<file path="config.mk">
export PLATFORM = sky130hd
export DESIGN_NAME = tmc_timer_main_counter_ctrl
export DESIGN_NICKNAME = d
export VERILOG_FILES = /design/src/tmc_pkg.sv /design/src/tmc_timer_main_counter_ctrl.sv
export SDC_FILE = /design/constraint.sdc
export NUM_CORES = 1
export LEC_CHECK = 0
export BUFFER_PORTS_ARGS = -buffer_cell sky130_fd_sc_hd__buf_2
export CORE_AREA = 4 4 117 175
export CTS_BUF_LIST = sky130_fd_sc_hd__clkbuf_8 sky130_fd_sc_hd__clkbuf_16
export DETAILED_ROUTE_END_ITERATION = 8
export DIE_AREA = 0 0 121 179
export GPL_TIMING_DRIVEN = 0
export SETUP_SLACK_MARGIN = 0.15
export SLEW_MARGIN = 40
export SYNTH_ARGS = -nofsm -noshare
export SYNTH_HDL_FRONTEND = slang
export SYNTH_SLANG_ARGS = --single-unit
</file>
<file path="constraint.sdc">
create_clock -name i_clock -period 3.6 [get_ports i_clock]
set_clock_uncertainty 0.2 [all_clocks]
set_input_delay 0.54 -clock i_clock [delete_from_list [all_inputs] [get_ports i_clock]]
set_output_delay 0.54 -clock i_clock [all_outputs]
set_load 0.02 [all_outputs]
</file>
<file path="src/tmc_pkg.sv">
package tmc_pkg;
   // register byte addresses on the avalon word bus (word aligned)
   localparam logic [3:0] addr_status_control = 4'h0;
   localparam logic [3:0] addr_counter_high = 4'h4;
   localparam logic [3:0] addr_counter_low = 4'h8;
   localparam logic [3:0] addr_modulo_high = 4'hc;
   localparam logic [3:0] addr_modulo_low = 4'h0;
   localparam logic [4:0] addr_modulo_low_full = 5'h10;
   // status/control field positions
   localparam int pos_overflow_flag = 7;
   localparam int pos_overflow_irq_enable = 6;
   localparam int pos_center_align_select = 5;
   localparam int pos_clock_source_hi = 4;
   localparam int pos_clock_source_lo = 3;
   localparam int pos_prescale_hi = 2;
   // reset values and the free-run count limit
   localparam logic [15:0] reset_counter = 16'h0000;
   localparam logic [15:0] reset_modulo = 16'h0000;
   localparam logic [15:0] counter_all_ones = 16'hffff;
   localparam logic [7:0] reset_prescale_count = 8'h00;
   // clock source codes
   localparam logic [1:0] clk_src_off = 2'h0;
   localparam logic [1:0] clk_src_bus = 2'h1;
   localparam logic [1:0] clk_src_fixed = 2'h2;
   localparam logic [1:0] clk_src_ext = 2'h3;

   typedef struct packed {
      logic overflow_irq_enable;
      logic center_align_select;
      logic [1:0] clock_source_field;
      logic [2:0] prescale_field;
   } tmc_ctrl_type;

   typedef enum logic [1:0] {
      tmc_clear_idle,
      tmc_clear_armed
   } tmc_clear_state_type;
endpackage

</file>
<file path="src/tmc_timer_main_counter_ctrl.sv">
module tmc_timer_main_counter_ctrl
   import tmc_pkg::*;
(
   input wire logic i_clock,
   input wire logic i_rst,
   input wire logic [4:0] i_avs_address,
   input wire logic i_avs_read,
   input wire logic i_avs_write,
   input wire logic [31:0] i_avs_writedata,
   input wire logic i_fixed_system_clock,
   input wire logic i_external_timer_clock,
   input wire logic i_debug_mode,
   output logic [31:0] o_avs_readdata,
   output logic o_avs_waitrequest,
   output logic o_irq,
   output logic [15:0] o_counter,
   output logic o_count_down,
   output logic o_overflow_event
);

   tmc_ctrl_type ctrl;
   tmc_clear_state_type clear_state;
   logic overflow_flag;
   logic [15:0] counter;
   logic [15:0] modulo;
   logic [7:0] modulo_high_buf;
   logic [7:0] modulo_low_buf;
   logic mod_high_pending;
   logic mod_low_pending;
   logic count_down;
   logic [7:0] prescale_count;
   logic [1:0] fixed_sync;
   logic [1:0] ext_sync;
   logic [1:0] dbg_sync;
   logic fixed_prev;
   logic ext_prev;
   logic latch_valid;
   logic [15:0] latch_value;
   logic ack;

   // one wait cycle: request answered at the edge where ack is high
   wire access = (i_avs_read | i_avs_write) & ~ack;
   // reads act on the first edge so data stands when waitrequest drops
   wire rd = i_avs_read & ~ack;
   wire wr = i_avs_write & ack;
   wire sel_sc = i_avs_address == {1'b0, addr_status_control};
   wire sel_cnth = i_avs_address == {1'b0, addr_counter_high};
   wire sel_cntl = i_avs_address == {1'b0, addr_counter_low};
   wire sel_modh = i_avs_address == {1'b0, addr_modulo_high};
   wire sel_modl = i_avs_address == addr_modulo_low_full;
   wire wr_sc = wr & sel_sc;
   wire wr_cnt = wr & (sel_cnth | sel_cntl);
   wire rd_cnt = rd & (sel_cnth | sel_cntl);
   wire wr_modh = wr & sel_modh;
   wire wr_modl = wr & sel_modl;
   wire debug = dbg_sync[1];

   // source selection then prescaler
   wire fixed_tick = fixed_sync[1] & ~fixed_prev;
   wire ext_tick = ext_sync[1] & ~ext_prev;
   logic src_tick;
   always_comb begin
      case (ctrl.clock_source_field)
         clk_src_off: src_tick = 1'b0;
         clk_src_bus: src_tick = 1'b1;
         clk_src_fixed: src_tick = fixed_tick;
         clk_src_ext: src_tick = ext_tick;
         default: src_tick = 1'b0;
      endcase
   end
   wire [7:0] prescale_mask = 8'((9'h001 << ctrl.prescale_field) - 9'h001);
   wire prescale_wrap = (prescale_count & prescale_mask) == prescale_mask;
   wire count_tick = src_tick & prescale_wrap & ~debug;

   // counting
   wire free_run = modulo == reset_modulo;
   wire at_limit = free_run ? counter == counter_all_ones : counter == modulo;
   wire mod_blocked = mod_high_pending | mod_low_pending;
   logic [15:0] next_counter;
   logic next_down;
   logic overflow_hit;
   always_comb begin
      next_counter = counter;
      next_down = count_down;
      overflow_hit = 1'b0;
      if (!ctrl.center_align_select) begin
         next_down = 1'b0;
         if (at_limit) begin
            next_counter = reset_counter;
            overflow_hit = 1'b1;
         end else begin
            next_counter = 16'(counter + 16'h0001);
         end
      end else if (count_down) begin
         if (counter == reset_counter || counter == 16'h0001) begin
            next_down = 1'b0;
         end
         next_counter = (counter == reset_counter) ? 16'h0001 :
                        16'(counter - 16'h0001);
      end else if (!free_run && counter == modulo) begin
         next_down = 1'b1;
         next_counter = 16'(counter - 16'h0001);
         overflow_hit = 1'b1;
      end else begin
         next_counter = 16'(counter + 16'h0001);
      end
   end
   wire overflow_event = count_tick & overflow_hit & ~mod_blocked;

   // read data
   wire [15:0] cnt_view = latch_valid ? latch_value : counter;
   wire [7:0] sc_view = {overflow_flag, ctrl.overflow_irq_enable,
                         ctrl.center_align_select, ctrl.clock_source_field,
                         ctrl.prescale_field};
   logic [7:0] read_byte;
   always_comb begin
      read_byte = 8'h00;
      if (sel_sc) read_byte = sc_view;
      if (sel_cnth) read_byte = cnt_view[15:8];
      if (sel_cntl) read_byte = cnt_view[7:0];
      if (sel_modh) read_byte = modulo_high_buf;
      if (sel_modl) read_byte = modulo_low_buf;
   end

   always_ff @(posedge i_clock or posedge i_rst) begin
      if (i_rst) begin
         fixed_sync <= 2'h0;
         ext_sync <= 2'h0;
         dbg_sync <= 2'h0;
         fixed_prev <= 1'b0;
         ext_prev <= 1'b0;
      end else begin
         // first stage feeds only the second stage
         fixed_sync <= {fixed_sync[0], i_fixed_system_clock};
         ext_sync <= {ext_sync[0], i_external_timer_clock};
         dbg_sync <= {dbg_sync[0], i_debug_mode};
         fixed_prev <= fixed_sync[1];
         ext_prev <= ext_sync[1];
      end
   end

   always_ff @(posedge i_clock or posedge i_rst) begin
      if (i_rst) begin
         ack <= 1'b0;
         o_avs_readdata <= 32'h0000_0000;
      end else begin
         ack <= access;
         if (rd) o_avs_readdata <= {24'h00_0000, read_byte};
      end
   end

   always_ff @(posedge i_clock or posedge i_rst) begin
      if (i_rst) begin
         ctrl <= '0;
         prescale_count <= reset_prescale_count;
      end else begin
         if (wr_sc) ctrl <= i_avs_writedata[pos_overflow_irq_enable:0];
         if (wr_sc) prescale_count <= reset_prescale_count;
         else if (src_tick && !debug) prescale_count <= 8'(prescale_count + 8'h01);
      end
   end

   always_ff @(posedge i_clock or posedge i_rst) begin
      if (i_rst) begin
         counter <= reset_counter;
         count_down <= 1'b0;
      end else if (wr_cnt) begin
         counter <= reset_counter;
         count_down <= 1'b0;
      end else if (count_tick) begin
         counter <= next_counter;
         count_down <= next_down;
      end
   end

   // modulo bytes go to buffers; both must land before the limit moves
   always_ff @(posedge i_clock or posedge i_rst) begin
      if (i_rst) begin
         modulo <= reset_modulo;
         modulo_high_buf <= 8'h00;
         modulo_low_buf <= 8'h00;
         mod_high_pending <= 1'b0;
         mod_low_pending <= 1'b0;
      end else if (wr_sc) begin
         modulo_high_buf <= modulo[15:8];
         modulo_low_buf <= modulo[7:0];
         mod_high_pending <= 1'b0;
         mod_low_pending <= 1'b0;
      end else if (wr_modh) begin
         modulo_high_buf <= i_avs_writedata[7:0];
         if (mod_low_pending) begin
            modulo <= {i_avs_writedata[7:0], modulo_low_buf};
            mod_low_pending <= 1'b0;
         end else begin
            mod_high_pending <= 1'b1;
         end
      end else if (wr_modl) begin
         modulo_low_buf <= i_avs_writedata[7:0];
         if (mod_high_pending) begin
            modulo <= {modulo_high_buf, i_avs_writedata[7:0]};
            mod_high_pending <= 1'b0;
         end else begin
            mod_low_pending <= 1'b1;
         end
      end
   end

   // counter read latch
   always_ff @(posedge i_clock or posedge i_rst) begin
      if (i_rst) begin
         latch_valid <= 1'b0;
         latch_value <= reset_counter;
      end else if (wr_cnt || wr_sc) begin
         latch_valid <= 1'b0;
      end else if (rd_cnt && !debug) begin
         if (!latch_valid) begin
            latch_valid <= 1'b1;
            latch_value <= counter;
         end else begin
            latch_valid <= 1'b0;
         end
      end
   end

   // overflow flag and its two-step clear
   always_ff @(posedge i_clock or posedge i_rst) begin
      if (i_rst) begin
         overflow_flag <= 1'b0;
         clear_state <= tmc_clear_idle;
      end else if (overflow_event) begin
         overflow_flag <= 1'b1; // set beats clear
         clear_state <= tmc_clear_idle;
      end else begin
         case (clear_state)
            tmc_clear_idle: begin
               if (rd && sel_sc && overflow_flag) begin
                  clear_state <= tmc_clear_armed;
               end
            end
            tmc_clear_armed: begin
               if (wr_sc) begin
                  if (!i_avs_writedata[pos_overflow_flag]) begin
                     overflow_flag <= 1'b0;
                  end
                  clear_state <= tmc_clear_idle;
               end
            end
            default: clear_state <= tmc_clear_idle;
         endcase
      end
   end

   always_ff @(posedge i_clock or posedge i_rst) begin
      if (i_rst) begin
         o_irq <= 1'b0;
         o_counter <= reset_counter;
         o_count_down <= 1'b0;
         o_overflow_event <= 1'b0;
      end else begin
         // registered: rises with the flag on an overflow, falls one cycle after the flag clears
         o_irq <= (overflow_flag | overflow_event)
                  & ctrl.overflow_irq_enable;
         o_counter <= counter;
         o_count_down <= count_down;
         o_overflow_event <= overflow_event;
      end
   end

   assign o_avs_waitrequest = ~ack;

endmodule // tmc_timer_main_counter_ctrl

</file>
* Yosys cells after proc, flatten, opt, wreduce, memory -nomap -nowiden *
Cells that the tools add are included.

word-level totals
  memory bits (read-only) = 0
  input bits = 44
  bits in registers = 122
  bits in latches = 0
  word-level logic and storage cells = 163
  RAM bits = 0
  output and inout bits = 52
  memories = 0

operators by class
  divide/modulo/power cells = 0
  mux-type cells = 54
  $lt $le $gt $ge = 0
  equal/unequal tests = 19
  reduce and logical (&&, ||, !) cells = 31
  add/sub/neg operators = 4
  multipliers = 0
  shifts and indexed selects = 1
  bitwise gates (word level) = 27

operators by type and width
  cell                                                                   count
  16-bit two-way mux                                                     12
  8-bit two-way mux                                                      12
  16-bit logical NOT                                                     2
  1-bit two-way mux                                                      25
  2-bit nonzero test                                                     9
  16-bit by 1-bit adder with 16-bit output (second input constant)       1
  16-bit by 1-bit == test with 1-bit output (second input constant)      1
  16-bit == test                                                         1
  16-bit == test (second input constant)                                 1
  16-bit by 1-bit subtractor with 16-bit output (second input constant)  1
  1-bit AND                                                              15
  5-bit by 4-bit == test with 1-bit output (second input constant)       2
  2-bit AND reduction                                                    5
  3-bit != test (second input constant)                                  3
  8-bit by 1-bit adder with 8-bit output (second input constant)         1
  8-bit AND                                                              1
  8-bit == test                                                          1
  1-bit by 3-bit left shift with 8-bit output (first input constant)     1
  8-bit by 1-bit subtractor with 8-bit output (second input constant)    1
  1-bit NOT                                                              7
  2-bit two-way mux                                                      3
  5-bit by 3-bit == test with 1-bit output (second input constant)       1
  5-bit == test (second input constant)                                  1
  1-bit logical AND                                                      5
  15 further kinds                                                       24

* Depth between registers and ports, before layout *
  depth in word-level cells = 10
  depth in mapped cells = 11
  gate-level depth less buffers = 9

* Worst setup path after synthesis *
No wires, ideal clock.

  path kind = input -> register
  from = input i_avs_address[1]
  to = register latch_value[0]
  setup slack = 0.986 ns
  buffers on the path = 1
  arrival time = 2.289 ns
  library setup time = 0.125 ns
  data required time = 3.275 ns
  stages = 6
  path through = or3b_4 > nor3_4 > nor2_2 > nor4_4 > buf_6 > mux2_4

between the ends
  cells in the longest elaborated chain, start to end = 6
  elaborated cells between the ends (all ways) = 11
  classes of those cells = eq/ne (2); bitwise (5); reduce/logical (4)

ends and longest elaborated chain
  item                                                                                                         line                                                                  source
  start: declaration                                                                                           tmc_timer_main_counter_ctrl.sv:6                                      input wire logic [4:0] i_avs_address,
  5-bit by 3-bit == test with 1-bit output / 5-bit by 4-bit == test with 1-bit output (equally long branches)  tmc_timer_main_counter_ctrl.sv:47, tmc_timer_main_counter_ctrl.sv:48
  1-bit bitwise OR                                                                                             tmc_timer_main_counter_ctrl.sv:52, tmc_timer_main_counter_ctrl.sv:53
  1-bit AND                                                                                                    tmc_timer_main_counter_ctrl.sv:52                                     wire wr_cnt = wr & (sel_cnth | sel_cntl);
  1-bit logical OR                                                                                             tmc_timer_main_counter_ctrl.sv:213                                    end else if (wr_cnt || wr_sc) begin
  1-bit NOT (no source line)                                                                                   n/a
  2-bit AND reduction (no source line) (*)                                                                     n/a
  end signal: assignment                                                                                       tmc_timer_main_counter_ctrl.sv:212                                    latch_value <= reset_counter;
  end signal: assignment                                                                                       tmc_timer_main_counter_ctrl.sv:218                                    latch_value <= counter;
  end: declaration                                                                                             tmc_timer_main_counter_ctrl.sv:38                                     logic [15:0] latch_value;

Mark *: on every way between the ends. The rest lies on a longest branch, timed or not.
A chain may end at the register's enable or synchronous reset.

* Final worst setup path *
  from = register counter[0]
  to = register counter[10]

between the ends
  cells in the longest elaborated chain, start to end = 7
  elaborated cells between the ends (all ways) = 14
  classes of those cells = add/sub (2); eq/ne (2); mux (8); reduce/logical (2)

ends and longest elaborated chain
  item                                                                                              line                                source
  start: declaration                                                                                tmc_timer_main_counter_ctrl.sv:24   logic [15:0] counter;
  start signal: assignment                                                                          tmc_timer_main_counter_ctrl.sv:165  counter <= reset_counter;
  start signal: assignment                                                                          tmc_timer_main_counter_ctrl.sv:168  counter <= reset_counter;
  start signal: assignment                                                                          tmc_timer_main_counter_ctrl.sv:171  counter <= next_counter;
  parallel branches: the longest is 4 deep, another holds 16-bit by 1-bit adder with 16-bit output  n/a
  16-bit two-way mux (*)                                                                            tmc_timer_main_counter_ctrl.sv:86   if (!ctrl.center_align_select) begin
  16-bit two-way mux (*)                                                                            tmc_timer_main_counter_ctrl.sv:170  end else if (count_tick) begin
  16-bit two-way mux (*)                                                                            tmc_timer_main_counter_ctrl.sv:167  end else if (wr_cnt) begin

Every way passes the cells marked *. The select of a mux whose other input is x is not followed.

==> summary.md <==
| Metric | Value |
|---|---|
| Worst Reg-to-Reg Cells | 11 |
| Number of synthesized flops with an enable pin | 0 |
| Wire per inst | 18.69 um |
| Fin util | 0.4133 |
| Max VDD drop | 0.3293 mV |
| Clock-pin slew on the worst setup and hold paths | 0.06 ns |
| Layout Nets | 816 |
| Layout cells sized above 1 | 0.2295 |
| Initial Util | 0.3448 |
| Hold Path Sink | dbg_sync[0] |
| Pwr per Cell Area | 639.3 nW/um2 |
| H-Tree Level Count | 4 |
| WP data arrival | 3.29 ns |
| Crit-path max FO | 10 |
| Clk sink count | 120 |
| Clock tree from TritonCTS | yes |
| Post CTS Setup Buffer Count | 0 |
| Area delta synth->final | 19.88% |
| Post-route ant nets | 0 |
| Initial antenna violation count | 0 |
| Final hold slack | 0.01918 ns |
| # DRC | 0 |
| Worst r2r src | counter[0] |
| Hold Path Stages | 1 |
| Remaining Overflow, GRT | 0 |
| Chip height | 179 um |
| Hold Crit Start | i_debug_mode |
| FF+latch count, synth | 120 |
| Setup-failing EPs final | 0 |
| Slew at the pin with the worst max-slew slack | 0.6916 ns |
| R2R Setup Slk | 0.37 ns |
| MaxCap Viol Count | 0 |
| Tmin final | 3.230 ns |
| Clk Latency, worst-skew pair | 0.42 ns |
| Top Ports | 96 |
| Clk buf depth | 2 |
| Max-slew violations | 0 |
| Mapped cell area | 6553 um2 |
| Critical Path Source Type | flop |
| Post-detail-place hpwl | 14560 um |
| Die W | 121 um |
| Final period util | 0.8972 |
| HP Class | input pin to flop |
| CP endpoint kind | flop |
| Slew HR | 0.5380 |
| Post-DP Area | 7312 um2 |
| Die area | 21660 um2 |
| Largest net degree at the start of global routing | 26 |
| Iter 0 DRT Violations | 505 |
| Worst setup path class | flop to flop |
| Most frequent cells in the layout | dfrtp_1, buf_2, nor2_1 |
| CTS buffer count | 17 |
| Num rows | 62 |
| P_leak | 3.674 nW |
| # diodes | 0 |
| Core area | 19010 um2 |
| Final GP Congestion | 0.9263 |
| CP required | 3.66 ns |
| Status | finished, final reports clean |
| Total number of vias | 5487 |
| Synth async-reset ratio | 1.000 |
| Mapped Cells | 672 |
| FILL cells | 1896 |
| Commonest non-fill, non-tap cell in the layout | dfrtp_1 |
| Pre-antenna DRT Iters | 5 |
| PortBufs | 47 |
| Synth warn | 0 |
| RSZ-0062 raised after global routing | no |
| Vias in the first global route | 5629 |
| Ys flop type | dfrtp_1 |
| Final Hold Violating Endpoints | 0 |
| Cell variety after synth | 68 |
| Detailed Route WL | 19360 um |
| Root buffer cell | clkbuf_16 |
| Max Clk Rate | 309.6 MHz |
| Setup WS post-layout | 0.3699 ns |
| Global-route wire length before repair | 30860 um |
| R2r endpoint | counter[10] |
| Setup TNS | 0 ns |
| Final Cell Area | 7855 um2 |
| Vias per cell | 5.296 |
| Sequential-to-total area share from yosys stat | 0.4583 |
| Worst slack at placement | 0.4070 ns |
| Avg Cell Area, Syn | 9.751 um2 |
| Global-route usage over all layers | 0.1861 |
==> through the flow <==
step / power [mW] / cells
after CTS: 5.047 / 1036
after global routing: 5.310 / 1036
after floorplan: 2.984 / 695
after global placement: 3.437 / 998
final: 5.021 / 1036
after detailed placement: 3.472 / 1003
==> kinds of logic after synthesis <==
kind of cell | count (synthesis) | synth area share
AO/OA/AOI/OAI | 149 | 0.1499
adder cells (fa/ha/maj) | 5 | 0.009547
AND/OR/NAND/NOR | 233 | 0.1810
multiplexers | 57 | 0.09681
flip-flops | 120 | 0.4583
other | 1 | 0.0005723
buffers and inverters | 80 | 0.06779
XOR/XNOR | 27 | 0.03609
==> report_power, final <==
group	switching, mW	internal (mW)	total [mW]	leakage, nW
logic	0.990	0.603	1.59	1.86
registers	0.235	1.64	1.88	1.56
clock network	0.675	0.877	1.55	0.261
total	1.90	3.12	5.02	3.67
==> cells in the mapped netlist (5+ instances only) <==
cell	count	share of area
ha_1	5	0.0095
a22oi_1	7	0.0080
a211oi_1	6	0.0069
and2_1	7	0.0067
and3_1	5	0.0048
or3_1	5	0.0048
buf_2	20	0.015
clkbuf_1	16	0.0092
nand2_1	64	0.037
mux2_4	9	0.021
a221oi_1	17	0.023
nor2_1	66	0.038
a21oi_1	43	0.033
nor3_1	19	0.015
nand4_1	5	0.0048
xor2_1	14	0.019
xnor2_1	13	0.017
nor4_1	11	0.011
buf_4	27	0.031
nand2b_1	6	0.0057
mux2i_1	33	0.050
inv_1	12	0.0069
mux2_2	15	0.026
nand3_1	17	0.013
dfrtp_1	120	0.46
o21ai_0	35	0.027
==> registers in the layout (all words and copies together), names as in the netlist, 2 cells and up <==
signal / count
counter: 16
ctrl: 7
dbg_sync: 2
ext_sync: 2
fixed_sync: 2
latch_value: 16
modulo: 16
modulo_high_buf: 8
modulo_low_buf: 8
o_avs_readdata: 8
o_counter: 16
prescale_count: 7
==> repair_timing <==
action,in CTS,in global routing
endpoints found under the hold margin,6,0
gates resized for setup,0,2
hold buffers,1,0
setup endpoints to repair,0,1
==> cell type report <==
cell class                      count  area, um2  share of cell area
Buffer                             68      400.4             0.05097
Multi-Input combinational cell    495       3201              0.4075
Inverter                           12      48.80            0.006212
Clock inverter                     15      103.9             0.01322
Tap cell                          256      320.3             0.04078
Timing Repair Buffer               53      352.8             0.04492
Clock buffer                       17      425.4             0.05416
Sequential cell                   120       3003              0.3823
==> worst max-delay path by stage <==
stage | start | to | slack (ns) | cells past startpoint
floorplan | i_avs_address[1] | latch_value[0] | 0.99 | 6
global placement | i_avs_address[3] | modulo[5] | 0.27 | 9
detailed placement | counter[1] | counter[10] | 0.41 | 11
CTS | counter[1] | counter[10] | 0.38 | 11
global route | counter[0] | counter[10] | 0.23 | 11
finish | counter[0] | counter[10] | 0.37 | 11
==> critical path: stages (launching register included) <==
cell and delay [ns]:
dfrtp_1 0.42, buf_2 0.21, inv_1 0.12, ha_1 0.23, nor4bb_1 0.26, and4_1 0.26
nor2_1 0.13, a22oi_1 0.45, buf_2 0.35, o21ai_0 0.14, a22oi_1 0.18, o22ai_1 0.13
==> routing by layer <==
layer | track usage | part of all wire | vias to the layer above
met2 | 0.3347 | 0.52 | 231
met3 | 0.03251 | 0.050 | 71
met5 | 0 | 0 | -
met4 | 0.1163 | 0.057 | 0
li1 | - | - | 2556
met1 | 0.2003 | 0.37 | 2629
No activity file was read; power rests on OpenSTA's default activity.
